===== config.mk =====
export PLATFORM = sky130hd
export DESIGN_NAME = swd_cmd_unit
export DESIGN_NICKNAME = d
export VERILOG_FILES = /design/src/swd_line_phy.v /design/src/swd_cmd_unit.v
export VERILOG_INCLUDE_DIRS = /design/src
export SDC_FILE = /design/constraint.sdc
export NUM_CORES = 1
export LEC_CHECK = 0
export BUFFER_PORTS_ARGS = -buffer_cell sky130_fd_sc_hd__buf_4
export CAP_MARGIN = 20
export CORE_UTILIZATION = 35
export CTS_CLUSTER_DIAMETER = 200
export DETAILED_ROUTE_END_ITERATION = 8
export PLACE_DENSITY = 0.51
export RECOVER_POWER = 100
export SYNTH_ARGS = -nofsm -noshare
export SYNTH_HDL_FRONTEND = slang
export SYNTH_SLANG_ARGS = --single-unit

===== constraint.sdc =====
create_clock -name i_core_clk -period 8.8 [get_ports i_core_clk]
set_input_delay 1.32 -clock i_core_clk [delete_from_list [all_inputs] [get_ports i_core_clk]]
set_output_delay 1.32 -clock i_core_clk [all_outputs]
set_load 0.1 [all_outputs]

===== src/swd_map.vh =====
// Constants of the single-wire debug command unit: timing, fields, offsets.
// Summary of operation
// - Each command except speed measurement begins with an 8-bit code, MSB first.
// - A delay slot is 16 debug-clock cycles; the unit finishes its access there.
// - Addresses are 16 bits inbound; bytes are 8 bits, pairs 16 bits.
// - Status field returns the status/control byte; control field writes it.
// - Code 0x90 enters background mode, ignored while background permit is 0.
// - 0xE4 reads status, 0xC4 writes control, both accepted at any time.
// - 0xE0 reads a memory byte at an address; 0xE1 sends status first.
// - 0xE8 sends status then re-reads the last read address.
// - 0xC0 writes a memory byte at an address; 0xC1 then returns status.
// - 0xE2 reads and 0xC2 writes the 16-bit match register, halted or not.
// - Halted only: 0x08 resumes, 0x18 resumes tagged, 0x10 single steps.
// - Halted only: read accumulator, flags, program counter, index pair, stack pointer.
// - Halted only: write accumulator, flags, program counter, index pair, stack pointer.
// - 0x70 increments index pair then reads; 0x71 sends status first.
// - 0x50 increments index pair then writes; 0x51 then returns status.
// - After the request ends: wait 16, drive low 128, high 1, release.
// - Breakpoint compares the processor address bus with the 16-bit match value.
// - Forced mode: any access to the match address halts at next boundary.
// - Tagged mode: opcode fetched at the match address is marked for halt.
// - Breakpoint enable resets to 0 and then suppresses every breakpoint.
// - Force/tag select 1 picks forced breakpoints, 0 picks tagged ones.
// - Background-only commands run only while halted; others run any time.
// - Each bit starts at a host falling edge and lasts 16 cycles, MSB first.
// - 512 cycles between host falling edges abort the command without side effects; a timeout during the reply comes after the access.
`ifndef SWD_MAP_VH
`define SWD_MAP_VH
`define SWD_BIT_CYCLES 8'h10
`define SWD_RX_SAMPLE 8'h0a
`define SWD_TX_ONE_PULSE 8'h07
`define SWD_TX_ZERO_LOW 8'h0d
`define SWD_DELAY_CYCLES 8'h10
`define SWD_SYNC_DETECT 8'h80
`define SWD_SYNC_LOW 8'h80
`define SWD_TIMEOUT 10'h200
`define SWD_ALT_DIV_RST 8'h03
`define SWD_ST_PERMIT 7
`define SWD_ST_ACTIVE 6
`define SWD_ST_BKPT_EN 5
`define SWD_ST_FTS 4
`define SWD_ST_CLKSW 3
`define SWD_APB_STATUS 8'h00
`define SWD_APB_MATCH 8'h04
`define SWD_APB_DIV 8'h08
`define SWD_APB_INFO 8'h0c
`define SWD_INFO_TIMEOUT 9
`endif


===== src/swd_line_phy.v =====
// Bit engine of the debug line: synchroniser, bit timing, timeout and speed response.
`timescale 1ns/1ps
`include "swd_map.vh"
module swd_line_phy (
  input wire i_core_clk,
  input wire i_rst,
  input wire i_tick,
  input wire i_debug_line,
  output reg o_debug_line,
  output reg o_debug_line_oe,
  input wire i_tx_mode,
  input wire i_tx_bit,
  input wire i_busy,
  output reg o_bit_done,
  output reg o_rx_bit,
  output reg o_sync_done,
  output reg o_timeout
);
  localparam P_IDLE = 3'd0, P_RX = 3'd1, P_RXLOW = 3'd2, P_TX = 3'd3;
  localparam P_SWAIT = 3'd4, P_SDLY = 3'd5, P_SLOW = 3'd6, P_SHI = 3'd7;
  reg s1, s2, s3, lvl, lvl_q, txb;
  reg [2:0] state;
  reg [7:0] cnt;
  reg [9:0] tocnt;
  reg drv_oe, drv_out;
  wire fall = lvl_q & ~lvl;

  // The pin is foreign to the clock; a level counts once stages two and three agree.
  always @(posedge i_core_clk or posedge i_rst) begin
    if (i_rst) begin
      s1 <= 1'b1;
      s2 <= 1'b1;
      s3 <= 1'b1;
      lvl <= 1'b1;
      lvl_q <= 1'b1;
    end else begin
      s1 <= i_debug_line;
      s2 <= s1;
      s3 <= s2;
      if (s2 == s3) lvl <= s3;
      lvl_q <= lvl;
    end
  end

  // Drive pattern per state; the target speeds up rising edges with short high pulses.
  always @* begin
    drv_oe = 1'b0;
    drv_out = 1'b0;
    case (state)
      P_TX: begin
        if (txb) begin
          drv_oe = (cnt == `SWD_TX_ONE_PULSE);
          drv_out = 1'b1;
        end else begin
          drv_oe = (cnt <= `SWD_TX_ZERO_LOW);
          drv_out = (cnt == `SWD_TX_ZERO_LOW);
        end
      end
      P_SLOW: drv_oe = 1'b1;
      P_SHI: begin
        drv_oe = 1'b1;
        drv_out = 1'b1;
      end
      default: drv_oe = 1'b0;
    endcase
  end

  // Bit and speed-response sequencer, counted in debug-clock ticks.
  always @(posedge i_core_clk or posedge i_rst) begin
    if (i_rst) begin
      state <= P_IDLE;
      cnt <= 8'h00;
      txb <= 1'b1;
      o_bit_done <= 1'b0;
      o_rx_bit <= 1'b0;
      o_sync_done <= 1'b0;
      o_debug_line <= 1'b0;
      o_debug_line_oe <= 1'b0;
    end else begin
      o_bit_done <= 1'b0;
      o_sync_done <= 1'b0;
      o_debug_line <= drv_out;
      o_debug_line_oe <= drv_oe;
      case (state)
        P_IDLE: begin
          cnt <= 8'h00;
          txb <= i_tx_bit;
          if (fall) state <= i_tx_mode ? P_TX : P_RX;
        end
        P_RX: if (i_tick) begin
          cnt <= cnt + 8'h01;
          if (cnt == `SWD_RX_SAMPLE - 8'h01) begin
            o_rx_bit <= lvl;
            o_bit_done <= 1'b1;
            state <= lvl ? P_IDLE : P_RXLOW;
          end
        end
        P_RXLOW: begin
          if (lvl) state <= P_IDLE;
          else if (i_tick) begin
            cnt <= cnt + 8'h01;
            if (cnt == `SWD_SYNC_DETECT - 8'h01) state <= P_SWAIT;
          end
        end
        P_TX: if (i_tick) begin
          cnt <= cnt + 8'h01;
          if (cnt == `SWD_BIT_CYCLES - 8'h01) begin
            o_bit_done <= 1'b1;
            state <= P_IDLE;
          end
        end
        P_SWAIT: begin
          cnt <= 8'h00;
          if (lvl) state <= P_SDLY;
        end
        P_SDLY: if (i_tick) begin
          cnt <= cnt + 8'h01;
          if (cnt == `SWD_DELAY_CYCLES - 8'h01) begin
            cnt <= 8'h00;
            state <= P_SLOW;
          end
        end
        P_SLOW: if (i_tick) begin
          cnt <= cnt + 8'h01;
          if (cnt == `SWD_SYNC_LOW - 8'h01) state <= P_SHI;
        end
        P_SHI: if (i_tick) begin
          o_sync_done <= 1'b1;
          state <= P_IDLE;
        end
        default: state <= P_IDLE;
      endcase
    end
  end

  // Ticks since the last falling edge; a stalled host aborts only a command in progress.
  always @(posedge i_core_clk or posedge i_rst) begin
    if (i_rst) begin
      tocnt <= 10'h000;
      o_timeout <= 1'b0;
    end else begin
      o_timeout <= i_tick & (tocnt == `SWD_TIMEOUT - 10'h001) & i_busy;
      if (fall) tocnt <= 10'h000;
      else if (i_tick && tocnt != `SWD_TIMEOUT) tocnt <= tocnt + 10'h001;
    end
  end
endmodule // swd_line_phy


===== src/swd_cmd_unit.v =====
// Command layer, breakpoint logic and bus slave of the single-wire debug unit.
`timescale 1ns/1ps
`include "swd_map.vh"
module swd_cmd_unit (
  input wire i_core_clk,
  input wire i_rst,
  input wire i_psel,
  input wire i_penable,
  input wire i_pwrite,
  input wire [7:0] i_paddr,
  input wire [31:0] i_pwdata,
  output reg [31:0] o_prdata,
  output wire o_pready,
  output wire o_pslverr,
  input wire i_debug_line,
  output wire o_debug_line,
  output wire o_debug_line_oe,
  input wire i_cpu_halted,
  output reg o_bgnd_req,
  output reg o_resume,
  output reg o_resume_tagged,
  output reg o_single_step,
  output reg o_reg_req,
  output reg o_reg_we,
  output reg [2:0] o_reg_sel,
  output reg [15:0] o_reg_wdata,
  input wire [15:0] i_reg_rdata,
  input wire i_reg_ack,
  input wire [15:0] i_index,
  output reg o_index_inc,
  output reg o_mem_req,
  output reg o_mem_we,
  output reg [15:0] o_mem_addr,
  output reg [7:0] o_mem_wdata,
  input wire [7:0] i_mem_rdata,
  input wire i_mem_ack,
  input wire [15:0] i_cpu_addr,
  input wire i_cpu_access,
  input wire i_opcode_fetch,
  output reg o_force_bkpt,
  output reg o_tag_opcode
);
  // ****************************************************************
  // Local encodings
  // ****************************************************************
  localparam M_CMD = 3'd0, M_DEC = 3'd1, M_RX = 3'd2, M_ACC = 3'd3;
  localparam M_WAIT = 3'd4, M_TXS = 3'd5, M_TXD = 3'd6;
  localparam A_NONE = 4'd0, A_BGND = 4'd1, A_WCTL = 4'd2, A_MEMRD = 4'd3;
  localparam A_MEMWR = 4'd4, A_RDLAST = 4'd5, A_MATCH_OUT_FIELD = 4'd6, A_MATCH_IN_FIELD = 4'd7;
  localparam A_GO = 4'd8, A_RESUME_TAGGED_CMD = 4'd9, A_TRACE = 4'd10, A_REGRD = 4'd11;
  localparam A_REGWR = 4'd12, A_NXTRD = 4'd13, A_NXTWR = 4'd14;
  localparam W_NONE = 2'd0, W_BYTE = 2'd1, W_WORD = 2'd2;

  reg [2:0] state;
  reg [4:0] bitcnt;
  reg [7:0] cmd;
  reg [23:0] rsh;
  reg [15:0] sh;
  reg [15:0] rdat;
  reg [15:0] last_addr;
  reg [15:0] match;
  reg permit, bkpt_en, force_tag_select, clksw;
  reg inhibit, ignored, tout_seen;
  reg [3:0] act;
  reg f_ss;
  reg [1:0] f_rd, f_wd;
  reg f_addr;
  reg [4:0] rxn;
  reg [3:0] d_act;
  reg d_abm, d_addr, d_ss;
  reg [1:0] d_wd, d_rd;
  reg [7:0] alt_div, divcnt;
  reg tick;
  wire bit_done, rx_bit, sync_done, timeout;
  wire [7:0] status = {permit, i_cpu_halted, bkpt_en, force_tag_select, clksw, 3'b000};
  wire [15:0] word_out_field = rsh[15:0];
  wire [15:0] addr_in = (f_wd != W_NONE) ? rsh[23:8] : rsh[15:0];
  wire [15:0] next_index = i_index + 16'h0001;
  wire tx_mode = (state == M_TXS) || (state == M_TXD);
  wire busy = (state != M_CMD) || (bitcnt != 5'd0);
  wire link_state = (state == M_CMD) || (state == M_RX) || tx_mode;

  // ****************************************************************
  // Debug clock and line engine
  // ****************************************************************
  // The debug clock is a tick: every core cycle on the bus source, divided otherwise.
  always @(posedge i_core_clk or posedge i_rst) begin
    if (i_rst) begin
      divcnt <= 8'h00;
      tick <= 1'b0;
    end else if (divcnt >= (clksw ? 8'h00 : alt_div)) begin
      divcnt <= 8'h00;
      tick <= 1'b1;
    end else begin
      divcnt <= divcnt + 8'h01;
      tick <= 1'b0;
    end
  end

  swd_line_phy u_phy (
    .i_core_clk(i_core_clk),
    .i_rst(i_rst),
    .i_tick(tick),
    .i_debug_line(i_debug_line),
    .o_debug_line(o_debug_line),
    .o_debug_line_oe(o_debug_line_oe),
    .i_tx_mode(tx_mode),
    .i_tx_bit(sh[15]),
    .i_busy(busy),
    .o_bit_done(bit_done),
    .o_rx_bit(rx_bit),
    .o_sync_done(sync_done),
    .o_timeout(timeout)
  );

  // ****************************************************************
  // Command decode
  // ****************************************************************
  // Every command is a code, optional inbound fields, one action, then optional replies.
  always @* begin
    d_act = A_NONE;
    d_abm = 1'b0;
    d_addr = 1'b0;
    d_wd = W_NONE;
    d_ss = 1'b0;
    d_rd = W_NONE;
    case (cmd)
      8'h90: d_act = A_BGND;
      8'he4: d_ss = 1'b1;
      8'hc4: begin
        d_act = A_WCTL;
        d_wd = W_BYTE;
      end
      8'he0, 8'he1: begin
        d_act = A_MEMRD;
        d_addr = 1'b1;
        d_ss = cmd[0];
        d_rd = W_BYTE;
      end
      8'he8: begin
        d_act = A_RDLAST;
        d_ss = 1'b1;
        d_rd = W_BYTE;
      end
      8'hc0, 8'hc1: begin
        d_act = A_MEMWR;
        d_addr = 1'b1;
        d_wd = W_BYTE;
        d_ss = cmd[0];
      end
      8'he2: begin
        d_act = A_MATCH_IN_FIELD;
        d_rd = W_WORD;
      end
      8'hc2: begin
        d_act = A_MATCH_OUT_FIELD;
        d_wd = W_WORD;
      end
      8'h08: begin
        d_act = A_GO;
        d_abm = 1'b1;
      end
      8'h18: begin
        d_act = A_RESUME_TAGGED_CMD;
        d_abm = 1'b1;
      end
      8'h10: begin
        d_act = A_TRACE;
        d_abm = 1'b1;
      end
      8'h68, 8'h69, 8'h6b, 8'h6c, 8'h6f: begin
        d_act = A_REGRD;
        d_abm = 1'b1;
        d_rd = (cmd[2:0] <= 3'd1) ? W_BYTE : W_WORD;
      end
      8'h48, 8'h49, 8'h4b, 8'h4c, 8'h4f: begin
        d_act = A_REGWR;
        d_abm = 1'b1;
        d_wd = (cmd[2:0] <= 3'd1) ? W_BYTE : W_WORD;
      end
      8'h70, 8'h71: begin
        d_act = A_NXTRD;
        d_abm = 1'b1;
        d_ss = cmd[0];
        d_rd = W_BYTE;
      end
      8'h50, 8'h51: begin
        d_act = A_NXTWR;
        d_abm = 1'b1;
        d_wd = W_BYTE;
        d_ss = cmd[0];
      end
      default: d_act = A_NONE;
    endcase
  end

  // ****************************************************************
  // Command sequencer
  // ****************************************************************
  // Side effects happen only after the last inbound bit, so an abort before the replies changes nothing.
  always @(posedge i_core_clk or posedge i_rst) begin
    if (i_rst) begin
      state <= M_CMD;
      bitcnt <= 5'd0;
      cmd <= 8'h00;
      rsh <= 24'h000000;
      sh <= 16'hffff;
      rdat <= 16'h0000;
      last_addr <= 16'h0000;
      match <= 16'h0000;
      permit <= 1'b0;
      bkpt_en <= 1'b0;
      force_tag_select <= 1'b0;
      clksw <= 1'b0;
      inhibit <= 1'b0;
      ignored <= 1'b0;
      act <= A_NONE;
      f_ss <= 1'b0;
      f_rd <= W_NONE;
      f_wd <= W_NONE;
      f_addr <= 1'b0;
      rxn <= 5'd0;
      o_bgnd_req <= 1'b0;
      o_resume <= 1'b0;
      o_resume_tagged <= 1'b0;
      o_single_step <= 1'b0;
      o_reg_req <= 1'b0;
      o_reg_we <= 1'b0;
      o_reg_sel <= 3'd0;
      o_reg_wdata <= 16'h0000;
      o_index_inc <= 1'b0;
      o_mem_req <= 1'b0;
      o_mem_we <= 1'b0;
      o_mem_addr <= 16'h0000;
      o_mem_wdata <= 8'h00;
    end else begin
      o_bgnd_req <= 1'b0;
      o_resume <= 1'b0;
      o_resume_tagged <= 1'b0;
      o_single_step <= 1'b0;
      o_index_inc <= 1'b0;
      if ((timeout || sync_done) && link_state) begin
        state <= M_CMD;
        bitcnt <= 5'd0;
        sh <= 16'hffff;
      end else begin
        case (state)
          M_CMD: if (bit_done) begin
            cmd <= {cmd[6:0], rx_bit};
            bitcnt <= bitcnt + 5'd1;
            if (bitcnt == 5'd7) state <= M_DEC;
          end
          M_DEC: begin
            bitcnt <= 5'd0;
            act <= d_act;
            f_ss <= d_ss;
            f_rd <= d_rd;
            f_wd <= d_wd;
            f_addr <= d_addr;
            inhibit <= d_abm & ~i_cpu_halted;
            ignored <= d_abm & ~i_cpu_halted;
            rxn <= (d_addr ? 5'd16 : 5'd0) + {d_wd, 3'b000};
            state <= (d_addr || d_wd != W_NONE) ? M_RX : M_ACC;
          end
          M_RX: if (bit_done) begin
            rsh <= {rsh[22:0], rx_bit};
            bitcnt <= bitcnt + 5'd1;
            if (bitcnt == rxn - 5'd1) state <= M_ACC;
          end
          M_ACC: begin
            // The access fits in the delay slot; the host waits it out.
            state <= M_WAIT;
            if (inhibit) begin
              act <= A_NONE;
            end else begin
              case (act)
                A_BGND: o_bgnd_req <= permit;
                A_WCTL: begin
                  if (!i_cpu_halted) permit <= rsh[`SWD_ST_PERMIT];
                  bkpt_en <= rsh[`SWD_ST_BKPT_EN];
                  force_tag_select <= rsh[`SWD_ST_FTS];
                  clksw <= rsh[`SWD_ST_CLKSW];
                end
                A_MATCH_OUT_FIELD: match <= word_out_field;
                A_MATCH_IN_FIELD: rdat <= match;
                A_GO: o_resume <= 1'b1;
                A_RESUME_TAGGED_CMD: o_resume_tagged <= 1'b1;
                A_TRACE: o_single_step <= 1'b1;
                A_MEMRD, A_MEMWR, A_RDLAST, A_NXTRD, A_NXTWR: begin
                  o_mem_req <= 1'b1;
                  o_mem_we <= (act == A_MEMWR) || (act == A_NXTWR);
                  o_mem_wdata <= rsh[7:0];
                  if (act == A_RDLAST) o_mem_addr <= last_addr;
                  else if (act == A_NXTRD || act == A_NXTWR) begin
                    o_mem_addr <= next_index;
                    o_index_inc <= 1'b1;
                  end else o_mem_addr <= addr_in;
                  if (act == A_MEMRD) last_addr <= addr_in;
                  if (act == A_NXTRD) last_addr <= next_index;
                end
                A_REGRD, A_REGWR: begin
                  o_reg_req <= 1'b1;
                  o_reg_we <= (act == A_REGWR);
                  o_reg_sel <= cmd[2:0];
                  o_reg_wdata <= (f_wd == W_BYTE) ? {8'h00, rsh[7:0]} : word_out_field;
                end
                default: act <= A_NONE;
              endcase
            end
          end
          M_WAIT: begin
            if (o_mem_req && !i_mem_ack) state <= M_WAIT;
            else if (o_reg_req && !i_reg_ack) state <= M_WAIT;
            else begin
              if (o_mem_req) rdat <= {8'h00, i_mem_rdata};
              if (o_reg_req) rdat <= i_reg_rdata;
              if (inhibit) rdat <= 16'h0000;
              o_mem_req <= 1'b0;
              o_reg_req <= 1'b0;
              bitcnt <= 5'd0;
              if (f_ss) begin
                sh <= {status, 8'h00};
                state <= M_TXS;
              end else if (f_rd != W_NONE) begin
                state <= M_TXD;
                sh <= 16'hffff;
                bitcnt <= 5'd31;
              end else state <= M_CMD;
            end
          end
          M_TXS: if (bit_done) begin
            sh <= {sh[14:0], 1'b1};
            bitcnt <= bitcnt + 5'd1;
            if (bitcnt == 5'd7) begin
              bitcnt <= 5'd0;
              sh <= (f_rd == W_BYTE) ? {rdat[7:0], 8'hff} : rdat;
              state <= (f_rd != W_NONE) ? M_TXD : M_CMD;
            end
          end
          M_TXD: begin
            if (bitcnt == 5'd31) begin
              // Data captured in the access or wait cycle is loaded here for replies without status.
              bitcnt <= 5'd0;
              sh <= (f_rd == W_BYTE) ? {rdat[7:0], 8'hff} : rdat;
            end else if (bit_done) begin
              sh <= {sh[14:0], 1'b1};
              bitcnt <= bitcnt + 5'd1;
              if (bitcnt == {f_rd, 3'b000} - 5'd1) begin
                bitcnt <= 5'd0;
                sh <= 16'hffff;
                state <= M_CMD;
              end
            end
          end
          default: state <= M_CMD;
        endcase
      end
    end
  end

  // ****************************************************************
  // Hardware breakpoint
  // ****************************************************************
  // A disabled breakpoint ignores the match value and select bit entirely.
  always @(posedge i_core_clk or posedge i_rst) begin
    if (i_rst) begin
      o_force_bkpt <= 1'b0;
      o_tag_opcode <= 1'b0;
    end else begin
      o_force_bkpt <= bkpt_en & force_tag_select & i_cpu_access & (i_cpu_addr == match);
      o_tag_opcode <= bkpt_en & ~force_tag_select & i_opcode_fetch & (i_cpu_addr == match);
    end
  end

  // ****************************************************************
  // APB slave
  // ****************************************************************
  // Zero-wait slave: read data is captured in the setup cycle.
  wire apb_setup = i_psel & ~i_penable;
  wire apb_wr = i_psel & i_penable & i_pwrite;
  wire mapped = (i_paddr == `SWD_APB_STATUS) || (i_paddr == `SWD_APB_MATCH) ||
                (i_paddr == `SWD_APB_DIV) || (i_paddr == `SWD_APB_INFO);
  assign o_pready = 1'b1;
  assign o_pslverr = i_psel & i_penable & ~mapped;

  always @(posedge i_core_clk or posedge i_rst) begin
    if (i_rst) begin
      o_prdata <= 32'h00000000;
      alt_div <= `SWD_ALT_DIV_RST;
    end else begin
      if (apb_setup) begin
        case (i_paddr)
          `SWD_APB_STATUS: o_prdata <= {24'h000000, status};
          `SWD_APB_MATCH: o_prdata <= {16'h0000, match};
          `SWD_APB_DIV: o_prdata <= {24'h000000, alt_div};
          `SWD_APB_INFO: o_prdata <= {22'h000000, tout_seen, ignored, cmd};
          default: o_prdata <= 32'h00000000;
        endcase
      end
      if (apb_wr && i_paddr == `SWD_APB_DIV) alt_div <= i_pwdata[7:0];
    end
  end

  // Sticky timeout flag; a new timeout in the clearing cycle wins.
  always @(posedge i_core_clk or posedge i_rst) begin
    if (i_rst) tout_seen <= 1'b0;
    else if (timeout) tout_seen <= 1'b1;
    else if (apb_wr && i_paddr == `SWD_APB_INFO && i_pwdata[`SWD_INFO_TIMEOUT]) begin
      tout_seen <= 1'b0;
    end
  end
endmodule // swd_cmd_unit


# Yosys cells after proc, flatten, opt, wreduce, memory -nomap -nowiden
# Cells that the tools add are included.
# W data, S select, Z words.
# op_classes
n_addsub	8
magnitude_cmp	3
n_eq_ne	108
n_mux	136
bitwise	21
reduce_logical	74
# ops
cell	n
$mux W16	24
$eq A8 B7 Y1 const B	15
$mux W3	28
$eq A8 B8 Y1 const B	10
$pmux W16 S4	1
$mux W5	12
$pmux W4 S14	1
$eq A8 B4 Y1 const B	6
$mux W8	6
$pmux W16 S3	1
$mux W1	42
$pmux W16 S2	1
$pmux W8 S4	1
$ne A3 B1 Y1 const B	10
$eq A4 B4 Y1 const B	7
$pmux W5 S5	1
$reduce_or A5 Y1	5
$pmux W3 S8	1
$reduce_and A6 Y1	4
$eq A3 B3 Y1 const B	7
$pmux W3 S7	1
$mux W10	2
$ne A2 B2 Y1 const B	10
$reduce_or A2 Y1	9
58 further kinds	145
# totals
register_bits	260
output_inout_bits	90

# Logic depth before layout (Yosys ltp)
# Gate-level depths: netlist of run 1.
# logic_depth
depth_word	8
mapped_depth	11
depth_no_buf	9

# Cells and area by module
# A second synthesis of run 1 with hierarchy kept.
# hier_totals
cells_unflattened	1333
hier_area_um2	13177.6
# modules_own_cells
mod	instances	cells_per_inst	area_each_um2	seq_area_each_um2
swd_cmd_unit	1	1142	11338.4	5202.5
swd_line_phy	1	191	1839.3	833.3

# Worst setup path after synthesis of run 1
# No wires, ideal clock.
# synth_timing
kind	input-to-output
start	in i_paddr[7]
end	out o_pslverr
arrival_time_ps	2248
t_required_ps	7480
slack_ps	5232
stages	3
path_buffers	0
path_cell_list	nor2_1 nand3_1 and3_1
# synth_between
elab_chain_cells	6
elab_cells_between_ends	9
classes_between	eq/ne (3); bitwise (2); reduce/logical (4)
# synth_lines
element	line	rtl
start, declared	swd_cmd_unit.v:10	input wire [7:0] i_paddr,
$eq A8 B3 Y1 or $logic_not A8 Y1 (tied branches)	-	
$logic_or A1 B1 Y1 (2 in a row)	swd_cmd_unit.v:381	wire mapped = (i_paddr == `SWD_APB_STATUS) || (i_paddr == `SWD_APB_MATCH) ||
$logic_or A1 B1 Y1 (*)	swd_cmd_unit.v:381	
$not A1 Y1 (*)	swd_cmd_unit.v:384	assign o_pslverr = i_psel & i_penable & ~mapped;
$and A1 B1 Y1 (*)	swd_cmd_unit.v:384	
end, declared	swd_cmd_unit.v:14	output wire o_pslverr,
# Mark *: on every way between the ends. The rest lies on a longest branch, timed or not.

==> results of run 1 <==
==> final timing paths <==
check	to	slack, ns	cells after the start
max	u_phy.cnt[6]	4.36	3
min	u_phy.s2	0.36	0
max reg2reg	rdat[10]	5.31	6
min reg2reg	u_phy.s2	0.36	0
max in group i_core_clk	o_pslverr	4.85	5
min in group asynchronous	o_mem_wdata[5]	2.11	2
==> layer usage <==
layer  wire length (um)  vias up  share of wire [%]  track usage [%]
li1                   -     4941                  -                -
met1              17500     5118                 47             28.1
met2              17700      231                 47             32.2
met3               1640       52                4.4             2.71
met4                831        0                2.2             5.77
met5                  0        -                  0                0
==> worst reg2reg max path, cell delays in order, from the launching register on <==
cell and delay (ns):
dfrtp_1 0.83, clkinv_1 0.47, nand3_1 0.27, clkbuf_1 0.96
nor3_1 0.39, a22oi_1 0.29, a21oi_1 0.10
==> cells by family after synthesis <==
logic type,after synthesis,share of synthesized area (%)
compound gates,292,14.7
other cells,2,0.0574
flops,240,46.2
fa+ha+maj,22,2.07
simple gates,452,17.3
buf+inv,131,4.63
mux,129,11.5
xor+xnor,53,3.61
==> cells in the mapped netlist, types with 8 or more instances <==
library cell | n | area (um2)
nor2b_1 | 14 | 87.6
o31ai_1 | 9 | 67.6
a22oi_1 | 20 | 150
mux2i_1 | 34 | 340
nor3b_1 | 8 | 60.1
buf_2 | 19 | 95.1
buf_4 | 18 | 135
nor2_1 | 98 | 368
mux2_2 | 80 | 901
nand2_1 | 153 | 574
inv_1 | 32 | 120
a31oi_1 | 16 | 100
nand3_1 | 33 | 165
nand4_1 | 18 | 113
and3_1 | 16 | 100
nand2b_1 | 25 | 156
o21ai_0 | 73 | 365
nor3_1 | 28 | 140
o21a_1 | 8 | 60.1
ha_1 | 20 | 250
xnor2_1 | 23 | 201
xor2_1 | 29 | 254
a21oi_1 | 60 | 300
mux2_4 | 10 | 150
a21o_1 | 12 | 90.1
dfrtp_1 | 216 | 5410
dfstp_2 | 24 | 631
a211oi_1 | 14 | 105
o211ai_1 | 21 | 158
clkbuf_1 | 52 | 195
nor4_1 | 11 | 68.8
and2_1 | 8 | 50.1
==> power by group <==
group	internal [W]	switching, W	total [W]	leakage, nW
combinational	0.000296	0.000468	0.000764	3.06
sequential	0.00123	0.000148	0.00138	3.05
clock	0.000793	0.000490	0.00128	0.513
==> registers in the layout, summed over array words and instances, names as in the netlist, 4 cells and up <==
| signal | flops |
|---|---|
| bitcnt | 5 |
| u_phy.tocnt | 10 |
| o_reg_wdata | 16 |
| o_prdata | 16 |
| rsh | 24 |
| divcnt | 8 |
| o_mem_addr | 16 |
| rdat | 16 |
| act | 4 |
| o_mem_wdata | 8 |
| sh | 16 |
| alt_div | 8 |
| match | 16 |
| last_addr | 16 |
| u_phy.cnt | 8 |
| cmd | 8 |
==> metrics by stage <==
stage	total power (W)	cell area (um2)	worst slack, ns	utilization [%]	hold slack (ns)
after detailed placement	0.00220	14500	5.33	39.5	0.350
after global routing	0.00363	15200	3.58	41.4	0.365
final	0.00343	15200	4.36	41.4	0.362
after global placement	0.00219	14500	5.33	39.5	0.348
after CTS	0.00351	15500	5.34	42.3	0.359
after floorplan	0.00200	13100	0.932	-	0.345
==> area by class of cell <==
class                      instances  area [um2]  share of cell area (%)
tap                              468         586                    3.86
clock buffer                      38         808                    5.32
multi-input combinational        965        6420                    42.3
clock inverter                    14         228                    1.50
inverter                          33         125                   0.824
sequential                       240        6040                    39.7
timing repair buffer             168         977                    6.44
==> metrics.md, run 1 <==
| Metric | Value |
|---|---|
| Worst-path fanout max | `95` |
| Status | `finished, violations left` |
| Die area | `0.0381 mm2` |
| # rows | `70` |
| Slew Limit Fails | `approximately 130` |
| Setup Skew | `approximately 0.042 ns` |
| Cells after DPL | `~1900` |
| Pleak | `6.63 nW` |
| Crit path max-delay family | `buffers and inverters` |
| I/O pin cnt | `about 200` |
| Area of the mapped netlist | `~0.013 mm2` |
| CP arrival | `about 5.0 ns` |
| Register area share after synthesis | `between 40% and 50%` |
| CTS-repair resized insts | `0` |
| Post-synth EDFFs | `0` |
| CTS root buffer | `clkbuf_16` |
| Tightest Pin Transition | `4.41 ns` |
| Clock Pin Slew Worst Setup and Hold Paths | `0.06 ns` |
| Worst slew margin relative to its limit | `-196%` |
| Vias per inst | `5.37` |
| F_max | `0.225 GHz` |
| Post-route insts no fill | `between 1500 and 2000` |
| Setup TNS | `0 ns` |
| Ys async rst share | `between 90% and 100%` |
| Critical-path cell list | `clkbuf_4 -> clkinvlp_2 -> buf_4` |
| Count of different cell masters after synthesis | `86` |
| Synth warnings | `0` |
| Hold buffers post-CTS | `0` |
| Critical Path Sink Type | `async pin` |
| RSZ-0062 raised after global routing | `no` |
| Final critical-path required period | `approximately 4.4 ns` |
| Tcrit/Tclk final | `between 50% and 60%` |
| Initial DRT Pass Iterations | `5` |
| Wire per inst | `19.6 um` |
| Biggest cell delay along the critical path | `about 2.5 ns` |
| Pwr dens | `226 mW/mm2` |
| Pin count of the biggest net entering global routing | `96` |
| Antenna cells | `0` |
| Vias in the first global route | `between 10000 and 15000` |
| Remaining Overflow, GRT | `0` |
| Fillers | `3728` |
| Syn Inst Count | `between 1000 and 1500` |
| Initial antenna violation count | `0` |
| Final hold violations | `0` |
| CTS buffer count | `28` |
| Die height | `195 um` |
| Initial Util | `35.6%` |
| Failing checks | `capacitance limit, slew limit` |
| Final ANT Viol Nets | `0` |
| IO buf count | `roughly 160` |
| Synthesized flop and latch total | `240` |
| Tot GR Track Use | `20.0%` |
| HP Start | `u_phy.s1` |
| Most frequent cells in the layout | `dfrtp_1 (216), nand2_1 (153), nor2_1 (98)` |
| H-tree levels | `1` |
| Clk sinks | `240` |
| Clk buf depth | `3` |
| First-pass GRT wire length | `between 50 and 60 mm` |
| Startpoint Class | `input pin` |
| Syn-to-layout area delta | `16.1%` |
| Reg-to-Reg Start | `state[0]` |
| Vias | `a little over 10000` |
| Critical Path Start | `i_rst` |
| Layout cell share with drive strength beyond 1 | `~18%` |
| Hold Crit Class | `flop to flop` |
| Final Setup Violations | `0` |
| Crit Path Class | `input pin to async pin` |
| Crit path buffers/inverters | `3` |
| Die width | `around 200 um` |
| Core area | `about 0.037 mm2` |
| Max IR drop VDD | `0.000149 V` |
| Residual DRC | `0` |
| Post-DP HPWL | `approximately 27 mm` |
| Iter 0 DRT Violations | `just over 700` |
| Crit path required time | `between 9 and 10 ns` |
| Prevailing post-synth register cell | `dfrtp_1` |
| Crit-path slowest cell | `clkinvlp_2` |
| # Post-CTS Setup Buffers | `0` |
| WL final | `~38 mm` |
| Most common cell after layout, fill and taps aside | `dfrtp_1` |
| Max-cap viol count | `2` |
| Routability-driven placement congestion ratio | `around 0.83` |
| Synth Area per Inst | `slightly below 10 um2` |
| CTS tree | `built` |
| Nets | `approximately 1600` |
| Worst skew pair latency | `slightly below 0.6 ns` |
No activity file was read; power rests on OpenSTA's default activity.
==> inputs of run 2 (changes only) <==
==> constraint.sdc (replaced) <==
create_clock -name i_core_clk -period 4.6 [get_ports i_core_clk]
set_input_delay 0.69 -clock i_core_clk [delete_from_list [all_inputs] [get_ports i_core_clk]]
set_output_delay 0.69 -clock i_core_clk [all_outputs]
set_load 0.1 [all_outputs]
==> run 2 against run 1 <==
The flow still finishes with violations (capacitance limit, slew limit); sequential cell count is the same; combinational power rose by 90%; clock power increased by 93%; clock skew fell by 0.027 ns; routed wire length down 0.51%.
==> metrics.md, run 2 (synthesis results as in run 1) <==
| Metric | Value |
|---|---|
| Most common cell after layout, fill and taps aside | `dfrtp_1 (unchanged)` |
| Iter 0 DRT Violations | `663 (was 725)` |
| Largest Register | `rsh (unchanged)` |
| Startpoint Class | `flop (was input pin)` |
| Crit path required time | `5.08 ns (was 9.35 ns)` |
| Tot GR Track Use | `19.8% (was 20.0%)` |
| Nets | `1565 (was 1563)` |
| Setup Skew | `0.0150 ns (was 0.0422 ns)` |
| Clk sinks | `240 (unchanged)` |
| Setup WS post-layout | `1.14 ns (was 4.36 ns)` |
| Core area | `0.0367 mm2 (unchanged)` |
| Final critical-path required period | `3.46 ns` |
| Critical Path Sink Type | `flop (was async pin)` |
| DP Area | `0.0145 mm2 (about the same)` |
| Critical-path cell list | `clkinv_1 -> nand3_1 -> o32ai_1 -> clkbuf_1 -> nor2_1 -> a21oi_1 (was clkbuf_4 -> clkinvlp_2 -> buf_4)` |
| Hold Crit Class | `input pin to async pin (was flop to flop)` |
| Hold buffers post-CTS | `0 (unchanged)` |
| Crit Path Class | `flop to flop (was input pin to async pin)` |
| Clk buf depth | `3 (unchanged)` |
| Cells after DPL | `1873 (was 1871)` |
| Wire per inst | `19.4 um (was 19.6 um)` |
| Max reg flops | `24 (unchanged)` |
| Tcrit/Tclk final | `about three quarters` |
| CTS-repair resized insts | `0 (unchanged)` |
| CTS buffer count | `29 (was 28)` |
| Worst slew margin relative to its limit | `-80.5% (was -196%)` |
| Tightest Pin Transition | `2.71 ns (was 4.41 ns)` |
| CTS root buffer | `clkbuf_16 (unchanged)` |
| Worst skew pair latency | `0.56 ns (was 0.58 ns)` |
| Slew Limit Fails | `242 (was 129)` |
| Layout cell share with drive strength beyond 1 | `17.8% (about the same)` |
| Max-cap viol count | `3 (was 2)` |
| Most frequent cells in the layout | `dfrtp_1 (216), nand2_1 (153), nor2_1 (98) (unchanged)` |
| Pwr dens | `433 mW/mm2 (was 226 mW/mm2)` |
| Syn-to-layout area delta | `16.1% (about the same)` |
| IO buf count | `156 (unchanged)` |
| Biggest cell delay along the critical path | `1.00 ns (was 2.47 ns)` |
| Initial antenna violation count | `1 (was 0)` |
| Status | `finished, violations left (unchanged)` |
| Reg-to-Reg Start | `state[0] (unchanged)` |
| # rows | `70 (unchanged)` |
| Routability-driven placement congestion ratio | `0.847 (was 0.828)` |
| Pre-CTS WS | `1.53 ns (was 5.33 ns)` |
| CP arrival | `3.94 ns (was 4.99 ns)` |
| CTS tree | `built (unchanged)` |
| First-pass GRT wire length | `59.6 mm (was 59.7 mm)` |
| Final ANT Viol Nets | `0 (unchanged)` |
| H-tree levels | `1 (unchanged)` |
| R2R cell count | `6 (unchanged)` |
| Reg-to-reg endpoint | `rdat[2] (was rdat[10])` |
| Max IR drop VDD | `0.000306 V (was 0.000149 V)` |
| Remaining Overflow, GRT | `0 (unchanged)` |
| Die width | `195 um (unchanged)` |
| Pleak | `6.62 nW (was 6.63 nW)` |
| I/O pin cnt | `197 (unchanged)` |
| Crit-path slowest cell | `clkbuf_1 (was clkinvlp_2)` |
| Final hold violations | `0 (unchanged)` |
| FF-to-FF setup slack | `1.14 ns (was 5.31 ns)` |
| Pin count of the biggest net entering global routing | `159 (was 96)` |
| Initial Util | `35.6% (unchanged)` |
| F_max | `just under 0.3 GHz` |
| Initial DRT Pass Iterations | `5 (unchanged)` |
| # Post-CTS Setup Buffers | `0 (unchanged)` |
| Vias | `10300 (about the same)` |
| Residual DRC | `0 (unchanged)` |
| Post-route insts no fill | `1930 (was 1926)` |
| Die height | `195 um (unchanged)` |
| Post-DP HPWL | `26.6 mm (was 26.5 mm)` |
| Vias per inst | `5.34 (was 5.37)` |
| Vias in the first global route | `10300 (was 10200)` |
| Final Setup Violations | `0 (unchanged)` |
| Worst-path fanout max | `32 (was 95)` |
| WL final | `37.5 mm (was 37.7 mm)` |
| Clock Pin Slew Worst Setup and Hold Paths | `0.06 ns (about the same)` |
| Failing checks | `capacitance limit, slew limit (unchanged)` |
| Die area | `0.0381 mm2 (unchanged)` |
| Setup TNS | `0 ns (unchanged)` |
| Post-route cell area | `0.0152 mm2 (about the same)` |
| RSZ-0062 raised after global routing | `no (unchanged)` |
run 2: cell count changes in the layout (fill, tap and decap cells not counted), sizes merged:
cell / delta
bufinv: -1
clkbuf: +5
clkinv: -3
clkinvlp: +1
diode: +1
inv: +1
run 2: layout make-up:
| cell class | count | area [um2] |
|---|---|---|
| Tap cell | 468 | 586 |
| Multi-Input combinational cell | 965 | 6430 |
| Sequential cell | 240 | 6040 |
| Antenna cell | 1 | 2.50 |
| Clock inverter | 12 | 178 |
| Fill cell | 3676 | 21500 |
| Timing Repair Buffer | 169 | 961 |
| Inverter | 33 | 125 |
| Clock buffer | 42 | 865 |
run 2: per-layer routing:
layer	up-vias	GRT usage, %	part of all wire [%]
met3	59	2.44	4.6
li1	4949	-	-
met1	5048	27.9	47
met2	259	31.8	46
met5	-	0	0
met4	0	5.75	2.5
run 2: worst max-delay path, delay by kind of cell, from the launching register on:
| kind | cells | cell delay (ns) |
|---|---|---|
| and+or+nand+nor | 2 | 0.70 |
| AOI/OAI and AO/OA | 2 | 0.76 |
| DFF | 1 | 0.65 |
| buffers and inverters | 2 | 1.28 |
run 2: stage by stage:
step	utilization, %	hold WS, ns	total power [W]
after floorplan	-	0.345	0.00383
after global placement	39.6	0.348	0.00418
after detailed placement	39.6	0.348	0.00420
after CTS	42.4	0.0556	0.00672
after global routing	41.4	0.145	0.00693
final	41.4	0.124	0.00657
run 2: how the worst max path moves through the flow:
stage | to | startpoint | cells past startpoint
6_report | rdat[2] | state[0] | 6
5_1_grt | rdat[2] | state[0] | 6
4_1_cts | rdat[2] | state[0] | 5
3_5_place_dp | rdat[2] | state[0] | 5
3_3_place_gp | rdat[12] | state[0] | 4
2_1_floorplan | act[0] | i_rst | 1
run 2: power by group:
part / leakage [nW] / switching, W / internal, W / total (W)
sequential: 3.05 / 0.000284 / 0.00236 / 0.00264
clock: 0.517 / 0.000946 / 0.00153 / 0.00247
combinational: 3.05 / 0.000886 / 0.000567 / 0.00145
